$ cat config.mk
export PLATFORM = sky130hd
export DESIGN_NAME = error_status_aggregator
export DESIGN_NICKNAME = d
export VERILOG_FILES = /design/src/error_status_pkg.sv /design/src/error_status_aggregator.sv
export SDC_FILE = /design/constraint.sdc
export NUM_CORES = 1
export LEC_CHECK = 0
export BUFFER_PORTS_ARGS = -buffer_cell sky130_fd_sc_hd__buf_2
export CORE_MARGIN = 2
export CORE_UTILIZATION = 55
export CTS_CLUSTER_SIZE = 14
export DETAILED_ROUTE_END_ITERATION = 8
export GPL_TIMING_DRIVEN = 0
export PLACE_DENSITY_LB_ADDON = 0.25
export REMOVE_ABC_BUFFERS = 1
export SYNTH_ARGS = -nofsm -noshare
export SYNTH_HDL_FRONTEND = slang
export SYNTH_SLANG_ARGS = --single-unit
$ cat constraint.sdc
create_clock -name clk_in -period 2.5 [get_ports clk_in]
set_input_delay 0 -clock clk_in [delete_from_list [all_inputs] [get_ports clk_in]]
set_output_delay 0 -clock clk_in [all_outputs]
set_load 0.1 [all_outputs]
$ cat src/error_status_pkg.sv
// error status aggregator: shared constants, field layout and types
// assumes a 32-bit axi4-lite master and fault levels from the unit chain
package error_status_pkg;

   // ----------------------------------------
   // bus and register map
   // ----------------------------------------
   localparam int DATA_W = 32;
   localparam int ADDR_W = 8;
   localparam int REG_W = 16;
   localparam int WORD_SHIFT = 2;
   localparam int IDX_W = ADDR_W - WORD_SHIFT;
   // register indexes, byte address is four times the index
   localparam logic [IDX_W-1:0] IDX_SUMMARY = 6'h00;
   localparam logic [IDX_W-1:0] IDX_MEMORY = 6'h01;
   localparam logic [IDX_W-1:0] IDX_CONFIG = 6'h02;
   localparam logic [1:0] RESP_OKAY = 2'h0;
   localparam logic [1:0] RESP_SLVERR = 2'h2;
   localparam logic [REG_W-1:0] REG_ZERO = 16'h0000;
   localparam logic [DATA_W-1:0] DATA_ZERO = 32'h0000_0000;

   // ----------------------------------------
   // summary word bit positions
   // ----------------------------------------
   localparam int SUM_DEVICE = 0;
   localparam int SUM_CONFIG = 1;
   localparam int SUM_CHANNEL = 2;
   localparam int SUM_EXT_RAM = 3;
   localparam int SUM_LINK_STATUS = 4;
   localparam int SUM_LINK_ERROR = 6;
   localparam int SUM_UNIT_ERROR = 11;
   localparam int SUM_UNIT_ALARM = 13;
   localparam int SUM_UNIT_NOTIFY = 15;

   // ----------------------------------------
   // memory fault and configuration fault bits
   // ----------------------------------------
   localparam int MEM_NONVOLATILE = 4;
   localparam int MEM_SETTING = 6;
   localparam int MEM_REGISTRATION = 8;
   localparam int MEM_MODEL_DATA = 9;
   localparam int MEM_MODEL_MISMATCH = 12;
   localparam int CFG_UNKNOWN_UNIT = 0;
   localparam int CFG_NO_UNIT = 1;
   localparam int CFG_TOO_MANY = 2;
   localparam int CFG_UNRECOGNISED = 4;
   localparam int CFG_STARTUP = 5;
   localparam int CFG_LEFT_SIDE = 8;
   localparam int CFG_HEAD_RESET = 12;
   localparam int CFG_EMPTY_REG = 13;
   localparam int CFG_GROUP = 14;

   // ----------------------------------------
   // unit chain sizes
   // ----------------------------------------
   localparam int MAX_UNITS = 16;
   localparam int COUNT_W = 6;
   localparam int CHANNELS = 32;
   localparam int LINK_BITS = 16;
   localparam logic [COUNT_W-1:0] UNIT_LIMIT = 6'h10;
   localparam logic [COUNT_W-1:0] COUNT_ZERO = 6'h00;

   // fault levels gathered from the head unit and its chain
   typedef struct packed {
      logic mem_nonvolatile;
      logic mem_setting;
      logic mem_registration;
      logic mem_model_data;
      logic mem_model_mismatch;
      logic unit_unknown;
      logic unit_unrecognised;
      logic unit_startup;
      logic unit_left_side;
      logic head_reset_alone;
      logic group_invalid;
      logic cfg_registered;
      logic [COUNT_W-1:0] connected_count;
      logic [COUNT_W-1:0] registered_count;
      logic [CHANNELS-1:0] channel_error;
      logic ext_ram_error;
      logic [LINK_BITS-1:0] link_status;
      logic link_error;
      logic [MAX_UNITS-1:0] unit_error;
      logic [MAX_UNITS-1:0] unit_alarm;
      logic [MAX_UNITS-1:0] unit_peak_stale;
   } fault_in_t;

   typedef enum logic {WR_COLLECT, WR_RESPOND} wr_state_t;
   typedef enum logic {RD_IDLE, RD_RESPOND} rd_state_t;

endpackage : error_status_pkg

$ cat src/error_status_aggregator.sv
// error status aggregator: three read-only status words over axi4-lite
// assumes fault levels arrive asynchronously and are quasi-static
//
// Behaviour
// - summary bit 0 set while any memory fault is present.
// - summary bit 1 set while unit configuration is faulty.
// - summary bit 2 set while any control channel reports an error.
// - summary bit 3 set on external working-memory fault in operation.
// - summary bit 4 set on any link status bit; no detail word touched.
// - summary bit 6 set on a programless link error.
// - summary bit 11 set when any basic unit reports an error.
// - summary bit 13 set when any basic unit has an active alarm.
// - summary bit 15 set when any unit peak current value is stale.
// - memory word flags bits 4, 6, 8, 9 and 12.
// - configuration bit 0 set when an unrecognised unit type is attached.
// - configuration bit 1 set when none registered and none connected.
// - configuration bit 2 set when connected unit count exceeds sixteen.
// - configuration bit 4 set when registered units cannot be recognised.
// - configuration bit 5 set on a configuration error during unit startup.
// - configuration bit 8 set when a unit sits left of the head unit.
// - configuration bit 12 set when only the head unit was reset.
// - configuration bit 13 set when registered with no basic units.
// - configuration bit 14 set when control group settings are invalid.
module error_status_aggregator (
   input wire logic clk_in, // 100 mhz clock
   input wire logic resetn_in, // synchronous reset, active low
   input wire error_status_pkg::fault_in_t faults_in, // raw fault levels
   input wire logic [error_status_pkg::ADDR_W-1:0] awaddr_in, // write address
   input wire logic [2:0] awprot_in, // write protection, ignored
   input wire logic awvalid_in, // write address valid
   output logic awready_out, // write address ready
   input wire logic [error_status_pkg::DATA_W-1:0] wdata_in, // write data, ignored
   input wire logic [3:0] wstrb_in, // write strobes, ignored
   input wire logic wvalid_in, // write data valid
   output logic wready_out, // write data ready
   output logic [1:0] bresp_out, // write response
   output logic bvalid_out, // write response valid
   input wire logic bready_in, // write response ready
   input wire logic [error_status_pkg::ADDR_W-1:0] araddr_in, // read address
   input wire logic [2:0] arprot_in, // read protection, ignored
   input wire logic arvalid_in, // read address valid
   output logic arready_out, // read address ready
   output logic [error_status_pkg::DATA_W-1:0] rdata_out, // read data
   output logic [1:0] rresp_out, // read response
   output logic rvalid_out, // read data valid
   input wire logic rready_in // read data ready
);
   import error_status_pkg::*;

   localparam int FLT_W = $bits(fault_in_t);

   // ----------------------------------------
   // input synchronisers
   // ----------------------------------------
   logic [FLT_W-1:0] raw;
   logic [FLT_W-1:0] sync1_q;
   logic [FLT_W-1:0] sync2_q;
   logic [FLT_W-1:0] sync3_q;
   logic [FLT_W-1:0] flt_q;
   fault_in_t flt;

   assign raw = faults_in;
   assign flt = fault_in_t'(flt_q);

   // three stages per bit; a level counts once stages two and three agree.
   // counts are filtered bit by bit, so a count that moves may show a
   // transient mix for a few cycles; the chain only changes them rarely.
   genvar gi;
   generate
      for (gi = 0; gi < FLT_W; gi++) begin : g_sync
         always_ff @(posedge clk_in) begin
            if (!resetn_in) begin
               sync1_q[gi] <= 1'b0;
               sync2_q[gi] <= 1'b0;
               sync3_q[gi] <= 1'b0;
               flt_q[gi] <= 1'b0;
            end else begin
               sync1_q[gi] <= raw[gi];
               sync2_q[gi] <= sync1_q[gi];
               sync3_q[gi] <= sync2_q[gi];
               if (sync2_q[gi] == sync3_q[gi]) begin
                  flt_q[gi] <= sync3_q[gi];
               end
            end
         end
      end
   endgenerate

   // ----------------------------------------
   // status word assembly
   // ----------------------------------------
   logic [REG_W-1:0] mem_d;
   logic [REG_W-1:0] cfg_d;
   logic [REG_W-1:0] sum_d;
   logic [REG_W-1:0] mem_q;
   logic [REG_W-1:0] cfg_q;
   logic [REG_W-1:0] sum_q;

   // memory fault word; every other bit stays zero
   always_comb begin
      mem_d = REG_ZERO;
      mem_d[MEM_NONVOLATILE] = flt.mem_nonvolatile;
      mem_d[MEM_SETTING] = flt.mem_setting;
      mem_d[MEM_REGISTRATION] = flt.mem_registration;
      mem_d[MEM_MODEL_DATA] = flt.mem_model_data;
      mem_d[MEM_MODEL_MISMATCH] = flt.mem_model_mismatch;
   end

   // configuration fault word, derived from flags and unit counts
   always_comb begin
      cfg_d = REG_ZERO;
      cfg_d[CFG_UNKNOWN_UNIT] = flt.unit_unknown;
      cfg_d[CFG_NO_UNIT] = !flt.cfg_registered
         && (flt.registered_count == COUNT_ZERO)
         && (flt.connected_count == COUNT_ZERO);
      cfg_d[CFG_TOO_MANY] = flt.connected_count > UNIT_LIMIT;
      cfg_d[CFG_UNRECOGNISED] = flt.cfg_registered && flt.unit_unrecognised;
      cfg_d[CFG_STARTUP] = flt.unit_startup;
      cfg_d[CFG_LEFT_SIDE] = flt.unit_left_side;
      cfg_d[CFG_HEAD_RESET] = flt.head_reset_alone;
      cfg_d[CFG_EMPTY_REG] = flt.cfg_registered
         && (flt.registered_count == COUNT_ZERO);
      cfg_d[CFG_GROUP] = flt.group_invalid;
   end

   // summary word; built from the masked detail words so unused bits
   // can never leak into bits 0 and 1
   always_comb begin
      sum_d = REG_ZERO;
      sum_d[SUM_DEVICE] = |mem_d;
      sum_d[SUM_CONFIG] = |cfg_d;
      sum_d[SUM_CHANNEL] = |flt.channel_error;
      sum_d[SUM_EXT_RAM] = flt.ext_ram_error;
      sum_d[SUM_LINK_STATUS] = |flt.link_status;
      sum_d[SUM_LINK_ERROR] = flt.link_error;
      sum_d[SUM_UNIT_ERROR] = |flt.unit_error;
      sum_d[SUM_UNIT_ALARM] = |flt.unit_alarm;
      sum_d[SUM_UNIT_NOTIFY] = |flt.unit_peak_stale;
   end

   // status words are live levels, refreshed every cycle
   always_ff @(posedge clk_in) begin
      if (!resetn_in) begin
         mem_q <= REG_ZERO;
         cfg_q <= REG_ZERO;
         sum_q <= REG_ZERO;
      end else begin
         mem_q <= mem_d;
         cfg_q <= cfg_d;
         sum_q <= sum_d;
      end
   end

   // ----------------------------------------
   // axi4-lite write channel
   // ----------------------------------------
   wr_state_t wr_state_q;
   logic aw_seen_q;
   logic w_seen_q;
   logic [IDX_W-1:0] wr_idx_q;
   logic awready_q;
   logic wready_q;
   logic bvalid_q;
   logic [1:0] bresp_q;
   logic aw_fire;
   logic w_fire;
   logic aw_done;
   logic w_done;
   logic [IDX_W-1:0] wr_idx;
   logic wr_mapped;

   assign aw_fire = awvalid_in && awready_q;
   assign w_fire = wvalid_in && wready_q;
   assign aw_done = aw_seen_q || aw_fire;
   assign w_done = w_seen_q || w_fire;
   assign wr_idx = aw_fire ? awaddr_in[ADDR_W-1:WORD_SHIFT] : wr_idx_q;
   assign wr_mapped = (wr_idx == IDX_SUMMARY) || (wr_idx == IDX_MEMORY)
      || (wr_idx == IDX_CONFIG);

   // address and data taken in either order, response once both are in.
   // writes stored nowhere
   always_ff @(posedge clk_in) begin
      if (!resetn_in) begin
         wr_state_q <= WR_COLLECT;
         aw_seen_q <= 1'b0;
         w_seen_q <= 1'b0;
         wr_idx_q <= IDX_SUMMARY;
         awready_q <= 1'b1;
         wready_q <= 1'b1;
         bvalid_q <= 1'b0;
         bresp_q <= RESP_OKAY;
      end else begin
         case (wr_state_q)
            WR_COLLECT: begin
               if (aw_fire) begin
                  aw_seen_q <= 1'b1;
                  awready_q <= 1'b0;
                  wr_idx_q <= awaddr_in[ADDR_W-1:WORD_SHIFT];
               end
               if (w_fire) begin
                  w_seen_q <= 1'b1;
                  wready_q <= 1'b0;
               end
               if (aw_done && w_done) begin
                  // read-only words accept and ignore; holes are refused
                  bresp_q <= wr_mapped ? RESP_OKAY : RESP_SLVERR;
                  bvalid_q <= 1'b1;
                  aw_seen_q <= 1'b0;
                  w_seen_q <= 1'b0;
                  awready_q <= 1'b0;
                  wready_q <= 1'b0;
                  wr_state_q <= WR_RESPOND;
               end
            end
            WR_RESPOND: begin
               if (bready_in) begin
                  bvalid_q <= 1'b0;
                  bresp_q <= RESP_OKAY;
                  awready_q <= 1'b1;
                  wready_q <= 1'b1;
                  wr_state_q <= WR_COLLECT;
               end
            end
            default: begin
               wr_state_q <= WR_COLLECT;
               aw_seen_q <= 1'b0;
               w_seen_q <= 1'b0;
               awready_q <= 1'b1;
               wready_q <= 1'b1;
               bvalid_q <= 1'b0;
            end
         endcase
      end
   end

   // ----------------------------------------
   // axi4-lite read channel
   // ----------------------------------------
   rd_state_t rd_state_q;
   logic arready_q;
   logic rvalid_q;
   logic [1:0] rresp_q;
   logic [DATA_W-1:0] rdata_q;
   logic [IDX_W-1:0] rd_idx;
   logic [DATA_W-1:0] rd_word;
   logic rd_mapped;

   assign rd_idx = araddr_in[ADDR_W-1:WORD_SHIFT];

   // word select; narrow words sit low, upper half reads zero
   always_comb begin
      rd_word = DATA_ZERO;
      rd_mapped = 1'b1;
      case (rd_idx)
         IDX_SUMMARY: rd_word[REG_W-1:0] = sum_q;
         IDX_MEMORY: rd_word[REG_W-1:0] = mem_q;
         IDX_CONFIG: rd_word[REG_W-1:0] = cfg_q;
         default: rd_mapped = 1'b0;
      endcase
   end

   // one read at a time; data captured at the address handshake so it
   // stays stable while the master stalls rready
   always_ff @(posedge clk_in) begin
      if (!resetn_in) begin
         rd_state_q <= RD_IDLE;
         arready_q <= 1'b1;
         rvalid_q <= 1'b0;
         rresp_q <= RESP_OKAY;
         rdata_q <= DATA_ZERO;
      end else begin
         case (rd_state_q)
            RD_IDLE: begin
               if (arvalid_in && arready_q) begin
                  arready_q <= 1'b0;
                  rvalid_q <= 1'b1;
                  rdata_q <= rd_word;
                  rresp_q <= rd_mapped ? RESP_OKAY : RESP_SLVERR;
                  rd_state_q <= RD_RESPOND;
               end
            end
            RD_RESPOND: begin
               if (rready_in) begin
                  rvalid_q <= 1'b0;
                  rresp_q <= RESP_OKAY;
                  rdata_q <= DATA_ZERO;
                  arready_q <= 1'b1;
                  rd_state_q <= RD_IDLE;
               end
            end
            default: begin
               rd_state_q <= RD_IDLE;
               arready_q <= 1'b1;
               rvalid_q <= 1'b0;
            end
         endcase
      end
   end

   // ----------------------------------------
   // outputs, all straight from flip-flops
   // ----------------------------------------
   assign awready_out = awready_q;
   assign wready_out = wready_q;
   assign bvalid_out = bvalid_q;
   assign bresp_out = bresp_q;
   assign arready_out = arready_q;
   assign rvalid_out = rvalid_q;
   assign rresp_out = rresp_q;
   assign rdata_out = rdata_q;

endmodule : error_status_aggregator

==> impl_metrics.toml, run 1 <==
[clock_tree]
clockRootBuffer = "clkbuf_16"
clk_latency_ns = 0.54
cts_setup_buffers = 0
cts_tree = "built"
htreeDepth = 2
cts_buffers = 50
cts.clk_slew.worst_paths_ns = 0.06
cts.path.max_buffers = 3
cts.sinks = 542

[detailed_routing]
wirelength_mm = 30.2
drtIter0Drc = 504
ant_nets = 0
drt_pre_antenna_iters = 4
routed_via_density = 4.85
vias = 11000
wl_per_cell_um = 13.3
drc = 0

[critical_path]
cp-start-kind = "primary input"
crit_arrival_ns = 2.66
crit_end = "rdata_out[12]"
startpoint = "resetn_in"
end_kind = "register"
reg2reg_depth = 5
timing.rr.end = "rdata_out[12]"
r2r_slack_ns = 0.68
worstSetupPathType = "primary input to register"
worstPathRequired_ns = 2.93
worstReg2RegStart = "rd_state_q"
cp_max_fo = 141

[floorplan]
num_rows = 62
coreArea_um2 = 28900
die_y_um = 176
dieWidth_um = 176
ios = 228
die_area_um2 = 30900
initial_core_util = 0.563

[power]
leakagePower_nw = 8.52
peakVddDrop_mv = 0.563
power.density_nw_per_um2 = 835

[synthesis]
synth_top_area_share = 0.668
synth_top_cell_by_area = "dfxtp_1"
synth_fa_ha_area_frac = 0
synth_area_um2 = 16200
synth_most_common_cell = "dfxtp_1"
syn_avg_cell_area_um2 = 10.7
synth.area.mux_share = 0.00678
ys_types = 45
ys_seq_area_frac = 0.668
netlist_instances = 1515
synth_xor_area_frac = 0
synth-simple-area-share = 0.203
synth_ff_type = "dfxtp_1"
synth-compound-area-share = 0.0959
yosysWarnings = 0
synth_top_family_by_area = "simple AND/OR/NAND/NOR gates"
yosys_register_bits = 542
synth_top_cells_by_count = "dfxtp_1 (542), and2_1 (378), a21oi_1 (138), nand2_1 (134), o21ai_0 (124)"
synthTopCellsByArea = "dfxtp_1 (67%), and2_1 (15%), a21oi_1 (4.3%)"
async_flop_share = 0
synth_edf_count = 0

[worst_hold_path]
hp-class = "primary input to register"

[cells_and_area]
fillers = 1964
layout-area-overhead-vs-synth_pct = 28.7
final_nets = 2050
drive_above_1_share = 0.130
final_cell_area_um2 = 20900

[sta]
finalHoldViolations = 0
final.setup.tns_ns = 0
rsz0062_at_grt = "no"
fmax_ghz = 0.448
relSlewSlack = 0.652
finalSetupViolations = 0
worst_pin_slew_ns = 0.526
fin_ws_ns = 0.269
min_period_ns = 2.23
finClkSkew_ns = 0.0118
whs_ns = 0.197
finalMaxSlewViolations = 0
fin_crit_sh = 0.892

[placement]
io_buffers = 161
pre_cts_slack_ns = -0.0893
dp_hpwl_mm = 15.8
post_dp_cell_area_um2 = 17300
gp_congestion = 0.751

[grt]
overflow = 0
antenna_found_initial = 0
grt.total_usage = 0.194
grt_pass1_vias = 11000
grt_first_pass_wirelength_mm = 49.4
grt_max_degree = 141

[job]
drv_cap = 0

[outcome]
status = "finished clean"
-- power by group --
part	total (mW)	internal (mW)	switching [mW]
sequential	9.04	8.92	0.118
combinational	1.06	0.478	0.582
clock	7.35	4.38	2.97
total	17.4	13.8	3.67
-- cell families (layout without fill, tap and decap cells) --
| group | after synthesis | after routing |
|---|---|---|
| muxes | 11 | 11 |
| and+or+nand+nor | 585 | 585 |
| DFF | 542 | 542 |
| other | 1 | 21 |
| buffers and inverters | 86 | 445 |
| AOI/OAI and AO/OA | 290 | 290 |
-- layout by cell type, fill, tap and decap left out, types with 6 or more instances in the layout --
| cell type | instances |
|---|---|
| dlygate4sd3_1 | 193 |
| nor2_1 | 16 |
| mux2i_1 | 11 |
| o21ai_0 | 124 |
| clkbuf_1 | 6 |
| a21oi_1 | 138 |
| nand3_1 | 9 |
| nor4_1 | 27 |
| and2_1 | 378 |
| conb_1 | 20 |
| buf_2 | 160 |
| clkinv_2 | 9 |
| clkbuf_8 | 12 |
| nand2_1 | 134 |
| clkbuf_16 | 54 |
| dfxtp_1 | 542 |
-- sequential cells by signal (all words and copies together) (netlist names), 5 cells and up --
register and cells:
rdata_out 14, sync1_q 122, wr_idx_q 6, cfg_d 5, sum_q 9, cfg_q 9, sync2_q 122, flt 117
mem_q 5, sync3_q 122
-- metal layers --
metal / GRT usage / part of all wire / vias to the layer above
met5: 0 / 0 / -
met4: 0.0740 / 0.030 / 0
met3: 0.0323 / 0.040 / 72
met2: 0.362 / 0.51 / 206
met1: 0.220 / 0.42 / 5126
li1: - / - / 5643
-- timing repair --
action / in CTS / in global routing
gates resized for setup: 0 / 1
hold buffers: 194 / 0
hold endpoints to repair: 218 / 0
endpoints found under the setup margin: 0 / 8
-- area by class of cell --
class                   count  area, um2  share of cell area
well taps                 384        480              0.0230
multi-input cells         906       5050               0.242
flip-flops and latches    542      10900               0.519
inverters                   4       22.5             0.00108
clock inverters            11        105             0.00503
clock buffers              71       1510              0.0724
diodes                      1       2.50            0.000120
repair buffers            359       2880               0.138
-- how the worst min path moves through the flow --
| stage | startpoint | to | slack, ns | cells past startpoint |
|---|---|---|---|---|
| after global routing | faults_in[109] | sync1_q[109] | 0.20 | 3 |
| after detailed placement | faults_in[5] | sync1_q[5] | 0.21 | 2 |
| final | faults_in[100] | sync1_q[100] | 0.20 | 3 |
| after CTS | faults_in[103] | sync1_q[103] | 0.17 | 3 |
| after global placement | faults_in[83] | sync1_q[83] | 0.21 | 2 |
| after floorplan | resetn_in | arready_out | 0.08 | 1 |
-- worst max-delay path: stages --
cell	delay [ns]
dlygate4sd3_1	0.56
buf_8	0.20
buf_16	0.26
buf_16	0.25
inv_8	0.34
buf_16	0.35
a21oi_1	0.07
dlygate4sd3_1	0.56
-- through the flow --
step | std cells | power (mW) | util
global placement | 1997 | 10.0 | 0.596
CTS | 2276 | 17.6 | 0.723
floorplan | 1452 | 9.71 | -
detailed placement | 2000 | 10.0 | 0.599
global route | 2277 | 18.1 | 0.724
finish | 2278 | 17.4 | 0.724
Power figures use the tool's default switching activity.
==> run 2: changes to the inputs <==
--- a/config.mk
+++ b/config.mk
@@ -7,7 +7,7 @@
 export LEC_CHECK = 0
 export BUFFER_PORTS_ARGS = -buffer_cell sky130_fd_sc_hd__buf_2
 export CORE_MARGIN = 2
-export CORE_UTILIZATION = 55
+export CORE_UTILIZATION = 40
 export CTS_CLUSTER_SIZE = 14
 export DETAILED_ROUTE_END_ITERATION = 8
 export GPL_TIMING_DRIVEN = 0
==> run 2 against run 1 <==
Effect of this change:
- the run now ends with hold timing left
- largest power group unchanged
- final area shrank 1.3%
- critical path type unchanged
- global-route usage fell by 5.6 points
- flip-flop and latch count unchanged
- critical path depth decreased by 1
==> impl_metrics.toml, run 2 (synthesis results as in run 1) <==
[sta]
finalSetupViolations = 0
fmax_ghz = 0.530
rsz0062_at_grt = "no"
finalHoldViolations = 6
min_period_ns = 1.89
relSlewSlack = 0.400
fin_crit_sh = 0.755
finClkSkew_ns = 0.0137
worst_pin_slew_ns = 0.900
whs_ns = -0.0330
finalMaxSlewViolations = 0

[job]
drv_cap = 0

[power]
leakagePower_nw = 8.25
power.density_nw_per_um2 = 870
p_total_mw = 17.9
peakVddDrop_mv = 0.577

[cells_and_area]
final_cell_mix = "dfxtp_1 (542), and2_1 (378), buf_2 (160), dlygate4sd3_1 (141), a21oi_1 (138)"
layout-area-overhead-vs-synth_pct = 27.0
final_common_cell = "dfxtp_1"
fillers = 3541
reg.largest.list = "sync1_q x122, sync2_q x122, sync3_q x122"
antennaDiodeCount = 0
final_util = 0.517
final_nets = 1999
final_cell_area_um2 = 20600
drive_above_1_share = 0.133

[critical_path]
cp_max_fo = 6
worstPathRequired_ns = 3.02
worstSetupPathType = "primary input to register"
end_kind = "register"
timing.rr.end = "rdata_out[3]"
crit_arrival_ns = 2.41
reg2reg_depth = 4
r2r_slack_ns = 0.62
cp-start-kind = "primary input"
worstReg2RegStart = "rd_state_q"

[grt]
overflow = 0
antenna_found_initial = 0
grt_first_pass_wirelength_mm = 47.7
grt.total_usage = 0.138
grt_pass1_vias = 10300
grt_max_degree = 211

[detailed_routing]
met2_length_mm = 13.6
wl_per_cell_um = 12.1
vias = 10700
drc = 0
top_layer = "met4"
drt_pre_antenna_iters = 4
routed_via_density = 4.49
met3WireLength_mm = 1.23
drt-met1-wl_mm = 13.3
wirelength_mm = 28.9
drtIter0Drc = 539
ant_nets = 0

[clock_tree]
cts_buffers = 54
cts_tree = "built"
cts.sinks = 542
cts_setup_buffers = 0
clockRootBuffer = "clkbuf_16"
cts.path.max_buffers = 3
cts_resized = 0
cts.clk_slew.worst_paths_ns = 0.06
cts.hold.buffers_added = 141
clk_latency_ns = 0.58
htreeDepth = 2

[worst_hold_path]
hold_start = "resetn_in"
hp-class = "primary input to register"
worstHoldPathCells = 2
holdPathEnd = "sync2_q[103]"

[floorplan]
initial_core_util = 0.407
num_rows = 73
die_area_um2 = 42200
ios = 228
coreArea_um2 = 39900
die_y_um = 206
dieWidth_um = 206

[outcome]
violations = "hold timing"
status = "complete, but fails checks"

[placement]
io_buffers = 161
post_dp_cell_area_um2 = 17400
dp_hpwl_mm = 16.6
gp_congestion = 0.734
[run 2: changes by cell type in the layout (fill, tap and decap cells not counted), sizes merged]
cell	previous run	this run
dlygate4sd3	193	141
clkinvlp	0	1
diode	1	0
inv	4	6
buf	165	163
clkbuf	72	84
bufinv	2	4
clkinv	9	4
[run 2: layer usage]
metal	global-route usage	vias up
met5	0	-
met4	0.0612	0
met3	0.0309	51
met2	0.230	162
met1	0.171	4905
li1	-	5547
[run 2: per-stage QoR]
step                      TNS [ns]  instances  worst slack [ns]
after floorplan                  0       1452             0.418
after global placement    -1622.80       2138             -6.56
after detailed placement         0       2140             0.542
after CTS                        0       2376             0.607
after global routing             0       2376             0.460
final                            0       2376             0.611
[run 2: area by class of cell]
| type | instances | area (um2) | area share |
|---|---|---|---|
| Inverter | 4 | 20.0 | 0.000971 |
| Tap cell | 525 | 657 | 0.0318 |
| Clock inverter | 11 | 165 | 0.00801 |
| Clock buffer | 84 | 1610 | 0.0778 |
| Sequential cell | 542 | 10900 | 0.526 |
| Multi-Input combinational cell | 906 | 5050 | 0.245 |
| Timing Repair Buffer | 304 | 2280 | 0.111 |
[run 2: where the power goes]
part           switching (mW)  internal [mW]  leakage (nW)
logic                   0.554          0.414          2.95
clock network            3.14           4.80         0.866
registers               0.113           8.92          4.43
total                    3.81           14.1          8.25
[run 2: critical path, cell delays in order]
cell and delay (ns):
dlygate4sd3_1 0.53, buf_2 0.13, nor4_4 0.11, dlygate4sd3_1 0.71, nand4b_1 0.34, nor2_1 0.40
a22o_1 0.19
[run 2: worst max path at each step]
| stage | slack, ns | to | startpoint | cells past startpoint |
|---|---|---|---|---|
| after floorplan | 0.42 | rdata_out[6] | arready_out | 4 |
| after global routing | 0.46 | rdata_out[3] | araddr_in[6] | 7 |
| final | 0.61 | rdata_out[3] | araddr_in[6] | 7 |
| after global placement | -6.56 | bresp_out[1] | resetn_in | 4 |
| after CTS | 0.61 | rdata_out[3] | rd_state_q | 4 |
| after detailed placement | 0.54 | sum_q[15] | resetn_in | 4 |
